<file path="src/design/ram_power_pkg.sv">
// What this block does
// - nine identical RAM power groups 0..8, control register of group n at 0x900 + n*0x10.
// - writing the set register (0x904 + n*0x10) turns on each section/retention bit written 1.
// - writing the clear register (0x908 + n*0x10) turns off each section/retention bit written 1.
// - reading the set or clear register returns the group's control value, with no side effect.
//
// Purpose : constants for the RAM section power register bank
// Assumes : AXI4-Lite, 32-bit data, 12-bit byte address
// Notes   : printed offsets are multiples of four, so they are byte addresses
package ram_power_pkg;
	localparam int          GROUP_COUNT       = 9;
	localparam int          ADDR_W            = 12;
	localparam logic [11:0] CTRL_BASE         = 12'h900;
	localparam logic [11:0] SET_BASE          = 12'h904;
	localparam logic [11:0] CLR_BASE          = 12'h908;
	localparam logic [11:0] GROUP_STRIDE      = 12'h010;
	localparam logic [11:0] SUPPLY_STAT_OFF   = 12'h640;
	localparam int          SECTION_LSB       = 0;
	localparam int          RETENTION_LSB     = 16;
	localparam logic [31:0] POWER_RESET       = 32'h0000ffff;
	localparam logic [31:0] SUPPLY_STAT_VALUE = 32'h00000000;
	localparam logic [1:0]  RESP_OKAY         = 2'h0;
	localparam logic [1:0]  RESP_SLVERR       = 2'h2;
	typedef enum logic [1:0] {
		ACC_CTRL,
		ACC_SET,
		ACC_CLR,
		ACC_NONE
	} access_t;
endpackage : ram_power_pkg

</file>
<file path="src/design/ram_power_group.sv">
// Purpose : one RAM block's power/retention control word
// Assumes : write strobes already decoded to this group
// Notes   : set and clear are one-cycle pulses, never both at once
`timescale 1ns/1ps
module ram_power_group
	import ram_power_pkg::*;
(
	input  wire  logic        clk,
	input  wire  logic        reset,
	input  wire  logic        wrCtrl,
	input  wire  logic        wrSet,
	input  wire  logic        wrClr,
	input  wire  logic [31:0] wrData,
	output logic       [31:0] power
);
	logic [31:0] power_r;
	logic [31:0] power_nxt;

	always_comb begin
		power_nxt = power_r;
		if (wrCtrl) begin
			power_nxt = wrData;
		end else if (wrSet) begin
			power_nxt = power_r | wrData;
		end else if (wrClr) begin
			power_nxt = power_r & ~wrData;
		end
	end

	always_ff @(posedge clk or posedge reset) begin
		if (reset) begin
			power_r <= POWER_RESET;
		end else begin
			power_r <= power_nxt;
		end
	end

	assign power = power_r;

	AST_SET_NO_CLEAR: assert property (@(posedge clk) disable iff (reset)
		wrSet |=> ((power_r & $past(wrData)) == $past(wrData)))
		else $error("set bit did not turn on");
	AST_SET_KEEPS: assert property (@(posedge clk) disable iff (reset)
		wrSet |=> ((power_r & ~$past(wrData)) == ($past(power_r) & ~$past(wrData))))
		else $error("set changed an unwritten bit");
	AST_CLR_OFF: assert property (@(posedge clk) disable iff (reset)
		wrClr |=> ((power_r & $past(wrData)) == 32'h00000000))
		else $error("clear bit did not turn off");
	AST_CLR_KEEPS: assert property (@(posedge clk) disable iff (reset)
		wrClr |=> ((power_r | $past(wrData)) == ($past(power_r) | $past(wrData))))
		else $error("clear changed an unwritten bit");
	AST_HOLD: assert property (@(posedge clk) disable iff (reset)
		!(wrCtrl || wrSet || wrClr) |=> $stable(power_r))
		else $error("power word changed without a write");
endmodule : ram_power_group

</file>
<file path="src/design/axil_slave.sv">
// Purpose : AXI4-Lite slave front end, one write and one read at a time
// Assumes : single clock, address and data may arrive in either order
// Notes   : write pulse lasts one cycle; read data sampled from rdValue
`timescale 1ns/1ps
module axil_slave
	import ram_power_pkg::*;
(
	input  wire  logic              clk,
	input  wire  logic              reset,
	input  wire  logic [ADDR_W-1:0] awaddr,
	input  wire  logic              awvalid,
	output logic                    awready,
	input  wire  logic [31:0]       wdata,
	input  wire  logic [3:0]        wstrb,
	input  wire  logic              wvalid,
	output logic                    wready,
	output logic [1:0]              bresp,
	output logic                    bvalid,
	input  wire  logic              bready,
	input  wire  logic [ADDR_W-1:0] araddr,
	input  wire  logic              arvalid,
	output logic                    arready,
	output logic [31:0]             rdata,
	output logic [1:0]              rresp,
	output logic                    rvalid,
	input  wire  logic              rready,
	output logic                    wrPulse,
	output logic [ADDR_W-1:0]       wrAddr,
	output logic [31:0]             wrData,
	input  wire  logic              wrOk,
	output logic [ADDR_W-1:0]       rdAddr,
	input  wire  logic [31:0]       rdValue,
	input  wire  logic              rdOk
);
	logic              awHave_r, awHave_nxt, wHave_r, wHave_nxt;
	logic [ADDR_W-1:0] awAddr_r, awAddr_nxt;
	logic [31:0]       wData_r, wData_nxt, rdata_r, rdata_nxt;
	logic [1:0]        bresp_r, bresp_nxt, rresp_r, rresp_nxt;
	logic              bvalid_r, bvalid_nxt, rvalid_r, rvalid_nxt;
	logic [31:0]       strobeMask;

	always_comb begin
		for (int b = 0; b < 4; b++) begin
			strobeMask[8*b +: 8] = {8{wstrb[b]}};
		end
	end

	assign awready = !awHave_r && !bvalid_r;
	assign wready  = !wHave_r && !bvalid_r;
	assign arready = !rvalid_r;
	assign wrPulse = awHave_r && wHave_r && !bvalid_r;
	assign wrAddr  = awAddr_r;
	assign wrData  = wData_r;
	assign rdAddr  = araddr;

	always_comb begin
		awHave_nxt = awHave_r;
		wHave_nxt  = wHave_r;
		awAddr_nxt = awAddr_r;
		wData_nxt  = wData_r;
		bvalid_nxt = bvalid_r;
		bresp_nxt  = bresp_r;
		rvalid_nxt = rvalid_r;
		rresp_nxt  = rresp_r;
		rdata_nxt  = rdata_r;
		if (awvalid && awready) begin
			awHave_nxt = 1'b1;
			awAddr_nxt = awaddr;
		end
		// unwritten byte lanes read as zero so set and clear writes leave them alone; a control write loads them as zero
		if (wvalid && wready) begin
			wHave_nxt = 1'b1;
			wData_nxt = wdata & strobeMask;
		end
		if (wrPulse) begin
			awHave_nxt = 1'b0;
			wHave_nxt  = 1'b0;
			bvalid_nxt = 1'b1;
			bresp_nxt  = wrOk ? RESP_OKAY : RESP_SLVERR;
		end else if (bvalid_r && bready) begin
			bvalid_nxt = 1'b0;
		end
		if (arvalid && arready) begin
			rvalid_nxt = 1'b1;
			rdata_nxt  = rdOk ? rdValue : 32'h00000000;
			rresp_nxt  = rdOk ? RESP_OKAY : RESP_SLVERR;
		end else if (rvalid_r && rready) begin
			rvalid_nxt = 1'b0;
		end
	end

	always_ff @(posedge clk or posedge reset) begin
		if (reset) begin
			awHave_r <= 1'b0;
			wHave_r  <= 1'b0;
			awAddr_r <= '0;
			wData_r  <= 32'h00000000;
			bvalid_r <= 1'b0;
			bresp_r  <= RESP_OKAY;
			rvalid_r <= 1'b0;
			rresp_r  <= RESP_OKAY;
			rdata_r  <= 32'h00000000;
		end else begin
			awHave_r <= awHave_nxt;
			wHave_r  <= wHave_nxt;
			awAddr_r <= awAddr_nxt;
			wData_r  <= wData_nxt;
			bvalid_r <= bvalid_nxt;
			bresp_r  <= bresp_nxt;
			rvalid_r <= rvalid_nxt;
			rresp_r  <= rresp_nxt;
			rdata_r  <= rdata_nxt;
		end
	end

	assign bvalid = bvalid_r;
	assign bresp  = bresp_r;
	assign rvalid = rvalid_r;
	assign rresp  = rresp_r;
	assign rdata  = rdata_r;

	AST_B_AFTER_WRITE: assert property (@(posedge clk) disable iff (reset)
		wrPulse |=> bvalid)
		else $error("write response missing");
	AST_R_HOLDS: assert property (@(posedge clk) disable iff (reset)
		(rvalid && !rready) |=> (rvalid && $stable(rdata)))
		else $error("read data dropped before taken");
endmodule : axil_slave

</file>
<file path="src/design/ram_section_power_control.sv">
// Purpose : RAM section power and retention control bank, nine groups
// Assumes : AXI4-Lite master, one clock, asynchronous active-high reset
// Notes   : main supply status reads a fixed value; its layout is open
`timescale 1ns/1ps
module ram_section_power_control
	import ram_power_pkg::*;
(
	input  wire  logic                    clk,
	input  wire  logic                    reset,
	input  wire  logic [ADDR_W-1:0]       awaddr,
	input  wire  logic                    awvalid,
	output logic                          awready,
	input  wire  logic [31:0]             wdata,
	input  wire  logic [3:0]              wstrb,
	input  wire  logic                    wvalid,
	output logic                          wready,
	output logic [1:0]                    bresp,
	output logic                          bvalid,
	input  wire  logic                    bready,
	input  wire  logic [ADDR_W-1:0]       araddr,
	input  wire  logic                    arvalid,
	output logic                          arready,
	output logic [31:0]                   rdata,
	output logic [1:0]                    rresp,
	output logic                          rvalid,
	input  wire  logic                    rready,
	output logic [GROUP_COUNT*16-1:0]     sectionOn,
	output logic [GROUP_COUNT*16-1:0]     retentionOn
);
	//--------------------------------------------------
	// address decode
	//--------------------------------------------------
	logic              wrPulse;
	logic [ADDR_W-1:0] wrAddr;
	logic [ADDR_W-1:0] rdAddr;
	logic [31:0]       wrData;
	logic [31:0]       rdValue;
	logic              wrOk;
	logic              rdOk;
	logic [31:0]       power [GROUP_COUNT];
	logic [GROUP_COUNT-1:0] wrCtrl, wrSet, wrClr;

	function automatic access_t decode(input logic [ADDR_W-1:0] a, output int grp);
		access_t kind;
		kind = ACC_NONE;
		grp  = 0;
		for (int g = 0; g < GROUP_COUNT; g++) begin
			if (a == CTRL_BASE + GROUP_STRIDE * 12'(g)) begin
				kind = ACC_CTRL;
				grp  = g;
			end
			if (a == SET_BASE + GROUP_STRIDE * 12'(g)) begin
				kind = ACC_SET;
				grp  = g;
			end
			if (a == CLR_BASE + GROUP_STRIDE * 12'(g)) begin
				kind = ACC_CLR;
				grp  = g;
			end
		end
		return kind;
	endfunction : decode

	always_comb begin
		int      wg;
		access_t wk;
		wg = 0;
		wk = decode(wrAddr, wg);
		wrOk = (wk != ACC_NONE);
		for (int g = 0; g < GROUP_COUNT; g++) begin
			wrCtrl[g] = wrPulse && wk == ACC_CTRL && wg == g;
			wrSet[g]  = wrPulse && wk == ACC_SET && wg == g;
			wrClr[g]  = wrPulse && wk == ACC_CLR && wg == g;
		end
	end

	// every group view returns the control word; reads never write state
	always_comb begin
		int      rg;
		access_t rk;
		rg = 0;
		rk = decode(rdAddr, rg);
		rdOk    = 1'b1;
		rdValue = 32'h00000000;
		if (rk != ACC_NONE) begin
			rdValue = power[rg];
		end else if (rdAddr == SUPPLY_STAT_OFF) begin
			rdValue = SUPPLY_STAT_VALUE;
		end else begin
			rdOk = 1'b0;
		end
	end

	//--------------------------------------------------
	// bus and groups
	//--------------------------------------------------
	axil_slave u_bus (
		.clk     (clk),
		.reset   (reset),
		.awaddr  (awaddr),
		.awvalid (awvalid),
		.awready (awready),
		.wdata   (wdata),
		.wstrb   (wstrb),
		.wvalid  (wvalid),
		.wready  (wready),
		.bresp   (bresp),
		.bvalid  (bvalid),
		.bready  (bready),
		.araddr  (araddr),
		.arvalid (arvalid),
		.arready (arready),
		.rdata   (rdata),
		.rresp   (rresp),
		.rvalid  (rvalid),
		.rready  (rready),
		.wrPulse (wrPulse),
		.wrAddr  (wrAddr),
		.wrData  (wrData),
		.wrOk    (wrOk),
		.rdAddr  (rdAddr),
		.rdValue (rdValue),
		.rdOk    (rdOk)
	);

	for (genvar g = 0; g < GROUP_COUNT; g++) begin : gen_grp
		ram_power_group u_grp (
			.clk    (clk),
			.reset  (reset),
			.wrCtrl (wrCtrl[g]),
			.wrSet  (wrSet[g]),
			.wrClr  (wrClr[g]),
			.wrData (wrData),
			.power  (power[g])
		);
		assign sectionOn[16*g +: 16]   = power[g][SECTION_LSB +: 16];
		assign retentionOn[16*g +: 16] = power[g][RETENTION_LSB +: 16];
	end

	AST_RESET_VALUE: assert property (@(posedge clk)
		$fell(reset) |-> (power[0] == POWER_RESET && power[8] == POWER_RESET))
		else $error("group not at reset value");
	AST_ONE_GROUP: assert property (@(posedge clk) disable iff (reset)
		$onehot0(wrCtrl | wrSet | wrClr))
		else $error("write reached more than one group");
	AST_READ_MIRROR: assert property (@(posedge clk) disable iff (reset)
		(arvalid && arready && araddr == SET_BASE) |=> (rdata == $past(power[0])))
		else $error("set view did not read control word");
endmodule : ram_section_power_control

</file>
<file path="config.mk">
export PLATFORM = sky130hd
export DESIGN_NAME = ram_section_power_control
export DESIGN_NICKNAME = d
export VERILOG_FILES = /design/src/design/ram_power_pkg.sv /design/src/design/ram_power_group.sv /design/src/design/axil_slave.sv /design/src/design/ram_section_power_control.sv
export SDC_FILE = /design/constraint.sdc
export NUM_CORES = 1
export LEC_CHECK = 0
export ABC_AREA = 1
export BUFFER_PORTS_ARGS = -buffer_cell sky130_fd_sc_hd__buf_4
export CAP_MARGIN = 30
export CORE_ASPECT_RATIO = 2
export CORE_MARGIN = 2
export CORE_UTILIZATION = 49
export CTS_CLUSTER_DIAMETER = 40
export DETAILED_ROUTE_END_ITERATION = 10
export HOLD_SLACK_MARGIN = 0.02
export PLACE_DENSITY = 0.75
export SETUP_SLACK_MARGIN = 0.2
export SYNTH_ARGS = -nofsm -noshare
export SYNTH_HDL_FRONTEND = slang
export SYNTH_SLANG_ARGS = --single-unit
export TNS_END_PERCENT = 30
</file>
<file path="constraint.sdc">
create_clock -name clk -period 13.8 [get_ports clk]
set_input_delay 4.14 -clock clk [delete_from_list [all_inputs] [get_ports clk]]
set_output_delay 4.14 -clock clk [all_outputs]
set_load 0.01 [all_outputs]
</file>
==> flow_summary.json <==
{
  "postLayoutSetupSlackWorst_ns": 7.17,
  "hold_path_class": "reg -> reg",
  "reg2reg_depth": 13,
  "tightest_slew_ns": 1.06,
  "yosys_warnings": 0,
  "grt_pass1_vias": 20100,
  "yosys.area_share.simple": 0.388,
  "cts_tree": "built",
  "setup_viol": 0,
  "place_congestion": 0.953,
  "synth_mux_area_frac": 0.00114,
  "fp-row-count": 103,
  "via_per_inst": 5.68,
  "synth_top_family_by_area": "simple AND/OR/NAND/NOR gates",
  "synth_area_leaders": "nand2_1, dfrtp_1, dfstp_2",
  "ant_nets": 0,
  "max_freq_ghz": 0.151,
  "root_buffer": "clkbuf_16",
  "peakVddDrop_mv": 0.167,
  "async_flop_share": 1.00,
  "hold_depth": 2,
  "antenna_found_initial": 0,
  "synthAdderAreaFrac": 0,
  "dr.pass1.iters": 6,
  "initial_core_util": 0.498,
  "routedWlPerCell_um": 21.8,
  "status": "completed",
  "dieArea_um2": 41900,
  "cts_sinks": 370,
  "setup_tns_ns": 0,
  "grt_overflow_total": 0,
  "synth_xor_area_frac": 0,
  "holdBufCountCts": 0,
  "clk_path_buf_depth": 3,
  "drv_cap": 0,
  "syn_to_final_growth_pct": 23.3,
  "power.leakage_uw": 0.0125,
  "hpwl_um": 51400,
  "postRouteWirelength_um": 78700,
  "yosysTopAreaCell": "nand2_1",
  "grt_pass1_wl_um": 118000,
  "ys.flop_type": "dfrtp_1",
  "cts_buffers": 37,
  "cp_data_arrival_time_ns": 7.10,
  "critical_path.max_fanout": 31,
  "grt_usage": 0.367,
  "synth_edf_count": 0,
  "vias": 20500,
  "synth_seq_area_share": 0.479,
  "cts_resized": 0,
  "synth.top_cell.area_share": 0.304,
  "slew_viol_final": 0,
  "core_um2": 39600,
  "path_class": "in -> reg",
  "synth_cell_types": 38,
  "required_ns": 14.27,
  "r2r_slack_ns": 10.37,
  "grt_max_degree": 154,
  "syn_area_per_cell_um2": 7.14,
  "r2r-start": "u_bus.wrAddr[2]$_DFFE_PP0P_",
  "relSlewSlack": 0.292,
  "io_pins": 396,
  "clock_latency_ns": 0.55,
  "postCtsSetupRepairBufs": 0,
  "numPortBuffers": 393,
  "endpoint_kind": "flop",
  "drt_iter0_drc": 1691,
  "h-tree-depth": 2,
  "die_h_um": 287,
  "rsz0062_at_grt": "no",
  "place_ws_ns": 6.75,
  "finalCriticalPeriod_ns": 6.63,
  "synthesis.instances": 2758,
  "die_w_um": 146,
  "clk_pin_slew_worst_paths_ns": 0.07,
  "netlist_area_um2": 19700,
  "clock_skew_ns": 0.0238,
  "final_nets": 3121,
  "ys_seq_elements": 370,
  "diodes": 0,
  "p_per_area_nw_per_um2": 112,
  "period_share": 0.481,
  "hold_viol_final": 0,
  "critical_path.startpoint_type": "input pin",
  "drc": 0,
  "final_layout_size_suffix_gt1_frac": 0.236,
  "synth-compound-area-share": 0.0653
}
## placed cells by master (no fill, tap or decap), types with 3 or more instances in the layout
cell	netlist	routed
clkinvlp_4	0	4
clkinv_2	0	3
inv_1	111	110
nand3_1	159	159
and3_1	3	3
buf_4	9	422
clkbuf_1	72	13
nand2_1	1592	1590
clkbuf_8	0	7
nor3_4	1	3
dfrtp_1	226	226
nor3_2	5	4
buf_12	0	4
buf_16	0	6
clkbuf_16	0	37
inv_2	17	16
or2_2	4	4
o21ai_1	14	14
o211ai_1	112	112
o21ai_0	45	45
nor2_4	6	23
nor3_1	5	4
nand2_2	19	21
a21oi_1	13	12
nand2_4	16	16
nor2_1	53	49
o2111ai_1	4	4
nand4_1	4	4
inv_6	0	3
dfstp_2	144	144
## through the flow
stage	hold slack (ns)	util	instances	area [µm²]	total power, µW
floorplan	0.472	-	2759	19700	1550
global placement	0.457	0.578	3531	22900	1680
detailed placement	0.461	0.582	3537	23000	1700
CTS	0.471	0.612	3604	24200	2710
global route	0.489	0.614	3607	24300	2810
finish	0.469	0.614	3607	24300	2720
## cells by family (layout without fill, tap and decap cells)
| family | Yosys count | count (layout) |
|---|---|---|
| DFF | 370 | 370 |
| AOI/OAI and AO/OA | 195 | 195 |
| buffers and inverters | 304 | 627 |
| muxes | 2 | 2 |
| other | 1 | 2 |
| and+or+nand+nor | 1886 | 1886 |
## cells in the mapped netlist, types with 5 or more instances
cell type,instances
nand2_1,1592
dfrtp_1,226
nand3_1,159
dfstp_2,144
o211ai_1,112
inv_1,111
buf_2,73
clkbuf_1,72
nor2_1,53
o21ai_0,45
nand2_2,19
inv_2,17
nand2_4,16
buf_1,14
o21ai_1,14
a21oi_1,13
nor2_2,13
buf_4,9
nor2_4,6
nor3_1,5
nor3_2,5
## layout make-up
type,instances,area (µm²)
repair buffers,432,3410
flip-flops and latches,370,9440
clock buffers,57,1070
well taps,525,657
fillers,3598,15300
inverters,128,485
multi-input cells,2085,9100
clock inverters,10,119
## report_power, final
group | internal, µW | switching (µW) | leakage, µW
logic | 100 | 289 | 0.00741
clock network | 576 | 450 | 0.000572
registers | 1150 | 151 | 0.00456
## critical path, cell delays in order
cell and delay, ns:
buf_4 0.11, nand3_1 0.19, nor2_1 0.13, nor2_4 0.29, nor2_4 0.04, buf_4 0.31, nor2_4 0.80, buf_4 0.53
o211ai_1 0.15, nand2_1 0.10, nand2_1 0.05, nand3_1 0.08, nand2_1 0.06, nand2_1 0.08
## worst max-delay path by stage
stage	slack (ns)	startpoint	endpoint
6_report	7.17	araddr[8]	u_bus.rdata[8]$_DFFE_PP0P_
3_3_place_gp	6.83	araddr[8]	u_bus.rdata[11]$_DFFE_PP0P_
5_1_grt	7.01	araddr[8]	u_bus.rdata[7]$_DFFE_PP0P_
4_1_cts	7.28	araddr[8]	u_bus.rdata[8]$_DFFE_PP0P_
3_5_place_dp	6.75	araddr[8]	u_bus.rdata[8]$_DFFE_PP0P_
2_1_floorplan	4.81	reset	async pin
## layer usage
layer  vias to the layer above  track usage  part of all wire
li1                       9184            -                 -
met1                      9519        0.403              0.32
met2                      1351        0.619              0.49
met3                       423       0.0618             0.092
met4                         0        0.308             0.099
met5                         -            0                 0
No activity file was read; power rests on OpenSTA's default activity.
